File: config.mk
export PLATFORM = sky130hd
export DESIGN_NAME = irq_ctrl
export DESIGN_NICKNAME = d
export VERILOG_FILES = /design/src/rtl/irq_pkg.sv /design/src/rtl/flag_if.sv /design/src/rtl/flag_bank.sv /design/src/rtl/irq_ctrl.sv
export SDC_FILE = /design/constraint.sdc
export NUM_CORES = 1
export LEC_CHECK = 0
export ABC_AREA = 1
export BUFFER_PORTS_ARGS = -buffer_cell sky130_fd_sc_hd__buf_2
export CAP_MARGIN = 10
export CORE_ASPECT_RATIO = 0.75
export CORE_MARGIN = 1
export CORE_UTILIZATION = 54
export DETAILED_ROUTE_END_ITERATION = 7
export PLACE_DENSITY = 0.81
export SYNTH_ARGS = -nofsm -noshare
export SYNTH_HDL_FRONTEND = slang
export SYNTH_SLANG_ARGS = --single-unit
File: constraint.sdc
create_clock -name pclk -period 2.3 [get_ports pclk]
set_input_delay 0.345 -clock pclk [delete_from_list [all_inputs] [get_ports pclk]]
set_output_delay 0.345 -clock pclk [all_outputs]
set_load 0.03 [all_outputs]
File: src/rtl/irq_pkg.sv
// Purpose: Shared constants and types of the interrupt controller.
// Assumes: APB byte addresses, 32-bit data, 8-bit registers in low bits.
// Notes: Source index order is also the service priority order.
package irq_pkg;

    // APB register byte addresses.
    localparam int unsigned ADDR_W = 8;
    localparam logic [ADDR_W-1:0] OFF_CTRL0 = 8'h00;
    localparam logic [ADDR_W-1:0] OFF_CTL1 = 8'h04;
    localparam logic [ADDR_W-1:0] OFF_SUB = 8'h08;
    localparam logic [ADDR_W-1:0] OFF_FIRST = 8'h0c;
    localparam logic [ADDR_W-1:0] OFF_STAT = 8'h10;
    localparam logic [7:0] RST_BYTE = 8'h00;

    // Interrupt control register zero.
    localparam int unsigned B_GEN = 0;
    localparam int unsigned B_EXT_EN = 1;
    localparam int unsigned B_T0_EN = 2;
    localparam int unsigned B_T1_EN = 3;
    localparam int unsigned B_EXT_F = 4;
    localparam int unsigned B_T0_F = 5;
    localparam int unsigned B_T1_F = 6;
    // Interrupt control register one.
    localparam int unsigned B_ADC_EN = 0;
    localparam int unsigned B_TB_EN = 1;
    localparam int unsigned B_GRP_EN = 2;
    localparam int unsigned B_ADC_F = 4;
    localparam int unsigned B_TB_F = 5;
    localparam int unsigned B_GRP_F = 6;
    // Sub-source control register.
    localparam int unsigned B_CMP_EN = 0;
    localparam int unsigned B_A0_EN = 1;
    localparam int unsigned B_A1_EN = 2;
    localparam int unsigned B_CMP_F = 4;
    localparam int unsigned B_A0_F = 5;
    localparam int unsigned B_A1_F = 6;
    // First control register and status register.
    localparam int unsigned B_EDGE_LO = 6;
    localparam int unsigned B_EDGE_HI = 7;
    localparam int unsigned B_ST_FULL = 0;
    localparam int unsigned B_ST_BUSY = 1;
    localparam int unsigned ST_SP_LSB = 4;

    // Flag indices; the first N_SRC are vectored, lowest index wins.
    localparam int unsigned SRC_EXT = 0;
    localparam int unsigned SRC_T0 = 1;
    localparam int unsigned SRC_T1 = 2;
    localparam int unsigned SRC_ADC = 3;
    localparam int unsigned SRC_TB = 4;
    localparam int unsigned SRC_GRP = 5;
    localparam int unsigned SRC_CMP = 6;
    localparam int unsigned SRC_A0 = 7;
    localparam int unsigned SRC_A1 = 8;
    localparam int unsigned N_SRC = 6;
    localparam int unsigned N_FLAGS = 9;

    // Vector addresses, indexed by source.
    localparam logic [N_SRC-1:0][7:0] VEC_TABLE = {
        8'h18, 8'h14, 8'h10, 8'h0c, 8'h08, 8'h04};

    // Instruction cycles from request to vector, running and waking.
    localparam int unsigned LAT_RUN_CYC = 2;
    localparam int unsigned LAT_WAKE_CYC = 3;

    typedef enum logic [1:0] {
        EDGE_OFF = 2'b00,
        EDGE_RISE = 2'b01,
        EDGE_FALL = 2'b10,
        EDGE_BOTH = 2'b11
    } ext_edge_t;

    typedef enum logic [1:0] {
        ST_IDLE = 2'b00,
        ST_WAIT = 2'b01,
        ST_JUMP = 2'b11
    } seq_t;

endpackage
File: src/rtl/flag_if.sv
// Purpose: Set, clear and write strobes of the request flag bank.
// Assumes: All strobes are one-cycle levels on pclk.
// Notes: The controller drives the strobes and reads the flags.
`timescale 1ns/1ns
interface flag_if #(parameter int unsigned N = 9);
    logic [N-1:0] set;
    logic [N-1:0] clr;
    logic [N-1:0] we;
    logic [N-1:0] wval;
    logic [N-1:0] q;
    modport bank (input set, input clr, input we, input wval, output q);
    modport ctl (output set, output clr, output we, output wval, input q);
endinterface

File: src/rtl/flag_bank.sv
// Purpose: Bank of sticky request flags.
// Assumes: Strobes from the controller, synchronous to pclk.
// Notes: A hardware set beats a software write or a service clear.
`timescale 1ns/1ns
module flag_bank #(
    parameter int unsigned N = 9 // Number of flags.
) (
    input wire logic pclk, // System clock.
    input wire logic presetn, // Asynchronous reset, active low.
    flag_if.bank bus // Strobes in, flags out.
);
    typedef struct packed {
        logic [N-1:0] f;
    } bank_t;

    bank_t q, d;

    // Software write, then service clear, then hardware set on top.
    always_comb begin
        d.f = (bus.we & bus.wval) | (~bus.we & q.f);
        d.f = d.f & ~bus.clr;
        d.f = d.f | bus.set;
    end

    // Flags come up clear.
    always_ff @(posedge pclk or negedge presetn) begin
        if (!presetn) begin
            q <= '0;
        end else begin
            q <= d;
        end
    end

    assign bus.q = q.f;

endmodule // flag_bank

File: src/rtl/irq_ctrl.sv
// Purpose: Interrupt controller with priority, vectoring and call stack.
// Assumes: Event inputs are one-cycle pulses or levels synchronous to
//   pclk; second_phase_clock pulses once in each instruction.
// Notes: Registers sit on APB with zero wait states.
// Summary of operation
// - Sub-source flags: amplifier one bit 6, zero bit 5, comparator 4.
// - Sub-source enables at bits 2,1,0; bits 7 and 3 read zero.
// - Each hardware event sets its own request flag.
// - On acceptance push next PC, then load the winner's vector.
// - Return from interrupt pops the saved PC to resume.
// - Taking any interrupt clears the global enable.
// - Requests during global disable still latch their flags.
// - No request is acknowledged while the call stack is full.
// - Two instruction cycles to vector, three when waking up.
// - Requests are sampled and serviced on a second-phase pulse.
// - Simultaneous requests resolve by fixed priority, external first.
// - Vectors 04h,08h,0ch,10h,14h,18h in priority order.
// - Global enable clear masks every source.
// - External needs global and pin enable; selected edge sets flag.
// - Edge select 00 off, 01 rising, 10 falling, 11 both.
// - Pull-high on the shared pin stays while it is an interrupt.
// - Serving external clears its flag with the global enable.
// - Timer overflow sets its flag; served with global and own enable.
// - Serving a timer clears that timer's flag.
// - Comparator transition or amplifier fall raises the group request.
// - Group flag set by sub-sources, cleared on service.
// - A set flag stays until served or cleared by software.
// - Global enable is bit 0 of control zero, reset to zero.
// - Every enabled source can wake the core from idle or sleep.
//
// The APB interface to the registers and the placing of the registers were left to the implementer.
`timescale 1ns/1ns
module irq_ctrl import irq_pkg::*; #(
    parameter int unsigned PC_W = 10, // Program counter width.
    parameter int unsigned STACK_DEPTH = 4, // Call stack entries.
    parameter bit TWO_TIMERS = 1'b1 // Second timer present.
) (
    input wire logic pclk, // System clock.
    input wire logic presetn, // Asynchronous reset, active low.
    input wire logic psel, // APB select.
    input wire logic penable, // APB enable.
    input wire logic pwrite, // APB write.
    input wire logic [ADDR_W-1:0] paddr, // APB byte address.
    input wire logic [31:0] pwdata, // APB write data.
    output logic [31:0] prdata, // APB read data.
    output logic pready, // APB ready.
    output logic pslverr, // APB error on unmapped address.
    input wire logic second_phase_clock, // Second-phase pulse.
    input wire logic sleeping, // Core is in idle or sleep.
    output logic wake_req, // Enabled request pending, wakes the core.
    input wire logic [PC_W-1:0] next_pc, // Address of next instruction.
    output logic vec_load, // Pulse: load vec_addr into the PC.
    output logic [PC_W-1:0] vec_addr, // Vector to load.
    output logic stack_busy, // Stack used by interrupt entry.
    input wire logic core_push, // Call pushes core_push_pc.
    input wire logic [PC_W-1:0] core_push_pc, // Return address of a call.
    input wire logic ret_pop, // Return or return-from-interrupt.
    output logic pop_valid, // Pulse: pop_pc holds the restored PC.
    output logic [PC_W-1:0] pop_pc, // Restored program counter.
    output logic stack_full, // Every stack entry in use.
    input wire logic timer_ovf0, // Timer 0 overflow pulse.
    input wire logic timer_ovf1, // Timer 1 overflow pulse.
    input wire logic adc_done, // Conversion complete pulse.
    input wire logic tb_event, // Time base overflow pulse.
    input wire logic shared_port_pin, // External interrupt pin level.
    input wire logic shared_pin_direction_bit, // 1 when pin is input.
    input wire logic pull_high_sel, // Pull-high chosen for the pin.
    output logic pull_high_en, // Pull-high resistor connected.
    input wire logic comparator_out, // Comparator output level.
    input wire logic amplifier_zero, // Amplifier zero output level.
    input wire logic amplifier_one // Amplifier one output level.
);
    localparam int unsigned SP_W = $clog2(STACK_DEPTH + 1);
    localparam logic [SP_W-1:0] SP_FULL = SP_W'(STACK_DEPTH);
    localparam logic [1:0] CNT_RUN = 2'(LAT_RUN_CYC - 1);
    localparam logic [1:0] CNT_WAKE = 2'(LAT_WAKE_CYC - 1);

    typedef struct packed {
        logic gen_en;
        logic [N_FLAGS-1:0] en;
        ext_edge_t edge_sel;
        logic pin_prev;
        logic cmp_prev;
        logic a0_prev;
        logic a1_prev;
        seq_t seq;
        logic [1:0] cnt;
        logic [2:0] win;
        logic [SP_W-1:0] sp;
        logic [STACK_DEPTH-1:0][PC_W-1:0] stk;
        logic [31:0] rdata;
        logic vec_load;
        logic [PC_W-1:0] vec_addr;
        logic pop_valid;
        logic [PC_W-1:0] pop_pc;
    } state_t;

    state_t q, d;
    flag_if #(.N(N_FLAGS)) fl ();
    logic [N_SRC-1:0] pend;
    logic [N_SRC-1:0] low_mask;
    logic [2:0] win_c;
    logic full, acc, wr_en, hit, pin_act, rise, fall, ext_hit;
    logic cmp_evt, a0_evt, a1_evt;
    logic [7:0] rd_byte;

    flag_bank #(.N(N_FLAGS)) u_flags (
        .pclk(pclk),
        .presetn(presetn),
        .bus(fl)
    );

    // Pin qualification and edge detection on the external input.
    assign pin_act = shared_pin_direction_bit && q.en[SRC_EXT]
        && (q.edge_sel != EDGE_OFF);
    assign rise = shared_port_pin && !q.pin_prev;
    assign fall = !shared_port_pin && q.pin_prev;
    assign ext_hit = pin_act && (
        (q.edge_sel == EDGE_RISE && rise) ||
        (q.edge_sel == EDGE_FALL && fall) ||
        (q.edge_sel == EDGE_BOTH && (rise || fall)));
    assign cmp_evt = comparator_out ^ q.cmp_prev;
    assign a0_evt = q.a0_prev && !amplifier_zero;
    assign a1_evt = q.a1_prev && !amplifier_one;

    // Timer, ADC, time base and sub-source events set their flags whatever the enables say.
    assign fl.set[SRC_EXT] = ext_hit;
    assign fl.set[SRC_T0] = timer_ovf0;
    assign fl.set[SRC_T1] = timer_ovf1 && TWO_TIMERS;
    assign fl.set[SRC_ADC] = adc_done;
    assign fl.set[SRC_TB] = tb_event;
    assign fl.set[SRC_CMP] = cmp_evt;
    assign fl.set[SRC_A0] = a0_evt;
    assign fl.set[SRC_A1] = a1_evt;
    assign fl.set[SRC_GRP] = (cmp_evt && q.en[SRC_CMP])
        || (a0_evt && q.en[SRC_A0])
        || (a1_evt && q.en[SRC_A1]);

    // Pending requests and fixed-priority winner, lowest index first.
    assign pend = fl.q[N_SRC-1:0] & q.en[N_SRC-1:0];
    always_comb begin
        win_c = 3'(N_SRC - 1);
        for (int i = N_SRC - 1; i >= 0; i--) begin
            if (pend[i]) begin
                win_c = 3'(i);
            end
        end
    end
    assign low_mask = N_SRC'((1 << q.win) - 1);

    assign full = (q.sp == SP_FULL);
    assign acc = second_phase_clock && q.gen_en && (|pend)
        && !full;
    assign wake_req = |pend;
    assign wr_en = psel && penable && pwrite;

    // Read word for the addressed register; reserved bits read zero.
    always_comb begin
        rd_byte = RST_BYTE;
        hit = 1'b1;
        case (paddr)
            OFF_CTRL0: begin
                rd_byte[B_GEN] = q.gen_en;
                rd_byte[B_EXT_EN] = q.en[SRC_EXT];
                rd_byte[B_T0_EN] = q.en[SRC_T0];
                rd_byte[B_T1_EN] = q.en[SRC_T1];
                rd_byte[B_EXT_F] = fl.q[SRC_EXT];
                rd_byte[B_T0_F] = fl.q[SRC_T0];
                rd_byte[B_T1_F] = fl.q[SRC_T1];
            end
            OFF_CTL1: begin
                rd_byte[B_ADC_EN] = q.en[SRC_ADC];
                rd_byte[B_TB_EN] = q.en[SRC_TB];
                rd_byte[B_GRP_EN] = q.en[SRC_GRP];
                rd_byte[B_ADC_F] = fl.q[SRC_ADC];
                rd_byte[B_TB_F] = fl.q[SRC_TB];
                rd_byte[B_GRP_F] = fl.q[SRC_GRP];
            end
            OFF_SUB: begin
                rd_byte[B_CMP_EN] = q.en[SRC_CMP];
                rd_byte[B_A0_EN] = q.en[SRC_A0];
                rd_byte[B_A1_EN] = q.en[SRC_A1];
                rd_byte[B_CMP_F] = fl.q[SRC_CMP];
                rd_byte[B_A0_F] = fl.q[SRC_A0];
                rd_byte[B_A1_F] = fl.q[SRC_A1];
            end
            OFF_FIRST: begin
                rd_byte[B_EDGE_HI:B_EDGE_LO] = q.edge_sel;
            end
            OFF_STAT: begin
                rd_byte[B_ST_FULL] = full;
                rd_byte[B_ST_BUSY] = (q.seq != ST_IDLE);
                rd_byte[ST_SP_LSB +: SP_W] = q.sp;
            end
            default: begin
                hit = 1'b0;
            end
        endcase
    end

    // Next state: register writes, sequencer, then the call stack.
    always_comb begin
        d = q;
        fl.we = '0;
        fl.wval = '0;
        fl.clr = '0;
        d.vec_load = 1'b0;
        d.pop_valid = 1'b0;
        d.pin_prev = shared_port_pin;
        d.cmp_prev = comparator_out;
        d.a0_prev = amplifier_zero;
        d.a1_prev = amplifier_one;
        if (psel && !penable) begin
            d.rdata = {24'h000000, rd_byte};
        end
        if (wr_en) begin
            case (paddr)
                OFF_CTRL0: begin
                    d.gen_en = pwdata[B_GEN];
                    d.en[SRC_EXT] = pwdata[B_EXT_EN];
                    d.en[SRC_T0] = pwdata[B_T0_EN];
                    d.en[SRC_T1] = pwdata[B_T1_EN] && TWO_TIMERS;
                    fl.we[SRC_EXT] = 1'b1;
                    fl.we[SRC_T0] = 1'b1;
                    fl.we[SRC_T1] = 1'b1;
                    fl.wval[SRC_EXT] = pwdata[B_EXT_F];
                    fl.wval[SRC_T0] = pwdata[B_T0_F];
                    fl.wval[SRC_T1] = pwdata[B_T1_F] && TWO_TIMERS;
                end
                OFF_CTL1: begin
                    d.en[SRC_ADC] = pwdata[B_ADC_EN];
                    d.en[SRC_TB] = pwdata[B_TB_EN];
                    d.en[SRC_GRP] = pwdata[B_GRP_EN];
                    fl.we[SRC_ADC] = 1'b1;
                    fl.we[SRC_TB] = 1'b1;
                    fl.we[SRC_GRP] = 1'b1;
                    fl.wval[SRC_ADC] = pwdata[B_ADC_F];
                    fl.wval[SRC_TB] = pwdata[B_TB_F];
                    fl.wval[SRC_GRP] = pwdata[B_GRP_F];
                end
                OFF_SUB: begin
                    d.en[SRC_CMP] = pwdata[B_CMP_EN];
                    d.en[SRC_A0] = pwdata[B_A0_EN];
                    d.en[SRC_A1] = pwdata[B_A1_EN];
                    fl.we[SRC_CMP] = 1'b1;
                    fl.we[SRC_A0] = 1'b1;
                    fl.we[SRC_A1] = 1'b1;
                    fl.wval[SRC_CMP] = pwdata[B_CMP_F];
                    fl.wval[SRC_A0] = pwdata[B_A0_F];
                    fl.wval[SRC_A1] = pwdata[B_A1_F];
                end
                OFF_FIRST: begin
                    d.edge_sel = ext_edge_t'(
                        pwdata[B_EDGE_HI:B_EDGE_LO]);
                end
                default: begin
                end
            endcase
        end
        unique case (q.seq)
            ST_IDLE: begin
                if (acc) begin
                    d.seq = ST_WAIT;
                    d.win = win_c;
                    d.cnt = sleeping ? CNT_WAKE : CNT_RUN;
                end
            end
            ST_WAIT: begin
                if (second_phase_clock) begin
                    d.cnt = q.cnt - 2'd1;
                    if (q.cnt == 2'd1) begin
                        d.seq = ST_JUMP;
                    end
                end
            end
            ST_JUMP: begin
                d.seq = ST_IDLE;
                if (!full) begin
                    d.stk[q.sp] = next_pc;
                    d.sp = q.sp + 1'b1;
                    d.gen_en = 1'b0;
                    fl.clr[q.win] = 1'b1;
                    d.vec_load = 1'b1;
                    d.vec_addr = PC_W'(VEC_TABLE[q.win]);
                end
            end
            default: begin
                d.seq = ST_IDLE;
            end
        endcase
        // The core's own calls and returns use the stack outside entry.
        if (q.seq != ST_JUMP) begin
            if (core_push && !full) begin
                d.stk[q.sp] = core_push_pc;
                d.sp = q.sp + 1'b1;
            end else if (ret_pop && q.sp != '0) begin
                d.sp = q.sp - 1'b1;
                d.pop_pc = q.stk[SP_W'(q.sp - 1'b1)];
                d.pop_valid = 1'b1;
            end
        end
    end

    // All control state clears at reset.
    always_ff @(posedge pclk or negedge presetn) begin
        if (!presetn) begin
            q <= '0;
        end else begin
            q <= d;
        end
    end

    // Outputs from flip-flops, except pready, pslverr and the wake_req, stack_full and stack_busy decodes; the pull-high choice is left untouched.
    assign prdata = q.rdata;
    assign pready = 1'b1;
    assign pslverr = psel && penable && !hit;
    assign vec_load = q.vec_load;
    assign vec_addr = q.vec_addr;
    assign pop_valid = q.pop_valid;
    assign pop_pc = q.pop_pc;
    assign stack_full = full;
    assign stack_busy = (q.seq == ST_JUMP);
    assign pull_high_en = pull_high_sel;
endmodule // irq_ctrl

# == After elaboration in Yosys (flattened, before gate mapping) ==
# Memories as Yosys holds them, arrays and structs flattened.
# Cells that the tools add are included.
# op_classes
bitwise_logic,11
reduce_logical,53
magnitude_cmp,6
n_addsub,3
n_eq_ne,15
mux,56
# ops
cell,n
$mux W43,3
$bwmux W40,2
$mux W11,5
$mux W3,15
$mux W40,1
$and A9 B9 Y9,3
$logic_and A1 B1 Y1,24
$mux W8,3
$bmux W10 S2,1
$demux W10 S2,1
$mux W10,2
$mux W9,2
$or A9 B9 Y9,2
$eq A8 B4 Y1 const B,2
$pmux W2 S4,2
$mux W12,1
$reduce_and A2 Y1,6
$not A8 Y9,1
$not A9 Y9,1
$reduce_and A3 Y1,3
$eq A8 B3 Y1 const B,1
$eq A8 B5 Y1 const B,1
$logic_not A8 Y1,1
$mux W1,8
other kinds (28),53
# word_totals
n_memories,1
rom_bits,64
regBits,103
output_inout_bits,60
input_bits,79
# memory_table
name,depth,width,read_ports,rd_clocked_by_memory_dff,write_ports,line_no,text
(name not given),8,8,1,0,0,irq_ctrl.sv:284,d.vec_addr = PC_W'(VEC_TABLE[q.win]);

# == Longest topological paths before layout ==
# logic_depth
word_depth,10
ltp_mapped,11
ltp_nobuf,10

# == By module ==
# A second synthesis with hierarchy kept.
# unflattened
cells_unflattened,823
hier_area_um2,6060.8
# by_module_without_submodules
mod,instances,area_per_inst_um2,cells_per_inst
irq_ctrl,1,5520.3,733
flag_bank,1,540.5,90

# == Worst setup path before layout ==
# OpenSTA, ideal clock, no wires.
# synth_path
path_type,register -> register
startpoint,register q[94] (netlist bit)
endpoint,register q[94] (netlist bit)
stages_incl_launch_ff,11
setup_time_ps,118
slack_ps,320
path_buffers,1
arrival_ps,1862
synth_period_minus_slack_ps,1980
path_cell_list,dfrtp_1 inv_1 clkbuf_1 ha_1 inv_1 o21ai_0 inv_1 nand2_1 nand3_1 xor2_1 inv_1
# synth_rtl
item,line_no,text
start: declaration,irq_ctrl.sv:98,"state_t q, d;"
start signal: assignment,irq_ctrl.sv:307,q <= '0;
start signal: assignment,irq_ctrl.sv:309,q <= d;

==> qor.csv <==
stage;metric;value;unit
status;status;complete, but fails checks;
status;failing checks;design-rule violations;
clock_network;H-Tree Depth;3;
final_layout;share of layout cells above drive strength 1;15.22;%
final_layout;n_diodes;0;
sta;Fmax achieved;482.8;MHz
synthesis;Main synth FF type;dfrtp_1;
clock_network;CTS tree;yes;
detailed_routing;vias per inst;5.293;
sta;worst hold margin;117.7;ps
worst_setup_path;Worst setup SP type;flip-flop;
detailed_routing;WL/cell;14.47;µm
detailed_routing;ANT nets after route;0;
placed_design;DP Wirelength;9910;µm
detailed_routing;Starting DRT DRC Count;511;
sta;Fin. Hold Viols;0;
synthesis;syn_area_per_cell;7.461;µm²
final_layout;synthesis-to-layout area growth;9.526;%
clock_network;CTS Buffer Depth;2;
synthesis;Syn Std Cell Area;5700;µm²
synthesis;top-area cell type share of the netlist area;43.02;%
pwr;Tot Pwr;6.701;mW
die;Chip Height;90.98;µm
placed_design;Port Buffers;80;
die;Starting Density;55.40;%
pwr;Pleak;3.347;nW
synthesis;post-synth top area cell;dfrtp_1;
sta;Final Cycle Share;90.05;%
global_routing;initial antenna violation count;1;
synthesis;Seq cells post-synth;98;
global_routing;remaining global-route overflow;0;
die;Rows;32;
worst_hold_path;worst hold path type;input pin to flip-flop;
worst_setup_path;Crit. End Element;flip-flop;
final_layout;commonest non-fill, non-tap cell in the layout;nand2_1;
worst_setup_path;Critical Path AT;2260;ps
sta;RSZ-0062 raised after global routing;true;
synthesis;top cells by area, synth;dfrtp_1 43%, nand2_1 13%, o21ai_0 8.2%;
sta;Fin Clk Skew;5.922;ps
global_routing;first-pass GRT wire length;22740;µm
pwr;power density over the cells;1073;nW/µm²
job;max-cap violations;0;
worst_setup_path;RR Startpoint;q[94];
worst_setup_path;worst setup path endpoint;q[54];
placed_design;RD Place Congestion;0.8785;
worst_setup_path;worst-path fanout max;20;
worst_setup_path;reg2reg setup slack;230;ps
sta;worst slew pin tran;680.0;ps
die;DIE WIDTH;120.6;µm
final_layout;nets;912;
clock_network;Post-CTS Repair Setup Buffers;0;
sta;relative slew slack;54.56;%
clock_network;TritonCTS Buffers;9;
detailed_routing;DR vias;5102;
synthesis;Cell variety after synth;36;
synthesis;Post-synth EDFFs;0;
global_routing;overall routing resource usage;26.57;%
clock_network;clock latency on the worst-skew pair;340;ps
sta;Setup violations, final;0;
die;Core Area;10290;µm²
worst_setup_path;CP required;2490;ps
synthesis;total of warnings raised by yosys;0;
worst_setup_path;reg2reg end;q[54];
global_routing;largest net degree at the start of global routing;52;
die;die area;10980;µm²
synthesis;Syn Inst Count;764;
detailed_routing;number of remaining DRC errors;1;
synthesis;sequential fraction of the synthesis area;43.02;%
sta;Period minus WS final;2071;ps
detailed_routing;drt pass-1 iters;8;
worst_setup_path;Reg2Reg Depth;7;
die;I/O pin count;139;
global_routing;vias in the first global route;4383;
clock_network;Clock transition at path regs;70;ps
worst_setup_path;CP startpoint;q[94];
pwr;VDD IR max;0.5457;mV
clock_network;CTS Root Cell;clkbuf_16;
detailed_routing;drt total wl;13950;µm
synthesis;asr flop ratio synth;100.0;%
sta;max-slew violation count;0;
clock_network;clk sinks;98;
final_layout;commonest cells after routing, fill and taps aside;201 x nand2_1, 98 x dfrtp_1, 93 x o21ai_0, 79 x buf_2, 76 x nor2_1;
worst_setup_path;type of the worst setup path;flip-flop to flip-flop;
-- worst max-delay path, stage by stage, from the launching register on --
cell and delay [ps]:
dfrtp_1 370, inv_1 270, ha_1 250, inv_1 60
nor2_1 220, nand2_1 440, nand2_1 200, o21ai_0 110
-- metal layers --
layer / up-vias / wire, µm / part of all wire, % / GRT usage (%)
li1: 2493 / - / - / -
met1: 2344 / 6583 / 47 / 42.44
met2: 257 / 5827 / 42 / 36.45
met3: 8 / 1446 / 10 / 6.156
met4: 0 / 92 / 0.66 / 4.835
met5: - / 0 / 0 / 0
-- final cells by class --
cell class                 count  area, µm²
clock inverter                 4      27.53
sequential                    98       2452
tap                          136      170.2
fill                         929       4046
multi-input combinational    544       2541
timing repair buffer          92      508.0
clock buffer                  12      246.5
inverter                      78      297.8
-- synthesized netlist by cell type (5+ instances only) --
cell      count
a31oi_1      19
clkbuf_1      5
nand2_2       8
buf_4        58
nor2_1       76
ha_1         10
a21oi_1      23
o22ai_1       9
inv_1        73
dfrtp_1      98
buf_2         9
nand2_1     201
nand3_1      47
o21ai_0      93
-- state kept, by name, indices dropped and copies added (netlist names) --
| signal | flops |
|---|---|
| vec_addr | 3 |
| pop_pc | 10 |
| u_flags.bus.q | 9 |
| q | 66 |
| prdata | 8 |
| pop_valid | 1 |
| vec_load | 1 |
-- power by group --
group	switching (mW)	total (mW)	internal [mW]
combinational	1.89	2.76	0.877
clock	0.636	1.40	0.762
sequential	0.286	2.54	2.25
total	2.81	6.70	3.89
-- what timing repair did --
item	CTS	global route
endpoints found under the setup margin	0	4
hold buffers	1	0
gates resized for setup	0	0
endpoints found under the hold margin	20	0
-- how the worst min path moves through the flow --
stage,startpoint,endpoint,depth (start not counted)
2_1_floorplan,presetn,pop_pc[0],0
3_3_place_gp,presetn,q[109],1
3_5_place_dp,presetn,q[109],1
4_1_cts,amplifier_one,q[104],1
5_1_grt,amplifier_one,q[104],1
6_report,amplifier_one,q[104],1
-- kinds of logic after synthesis --
group,after synthesis,share of synthesized area [%]
flops,98,43.02
fa+ha+maj,10,2.195
buf+inv,152,14.38
simple gates,346,25.39
compound gates,154,14.57
xor+xnor,2,0.3073
other cells,2,0.1317
-- metrics by stage --
step / std cells / setup TNS (ps) / util (%) / instance area (µm²) / worst slack [ps]
floorplan: 794 / 0 / - / 5813 / 319.6
global placement: 947 / 0 / 57.92 / 5959 / 314.8
detailed placement: 947 / 0 / 57.92 / 5959 / 266.3
CTS: 964 / 0 / 60.68 / 6243 / 235.4
global route: 964 / -47.54 / 60.68 / 6243 / -35.92
finish: 964 / 0 / 60.68 / 6243 / 228.7
Note: power is estimated with default switching activity, not from simulation.
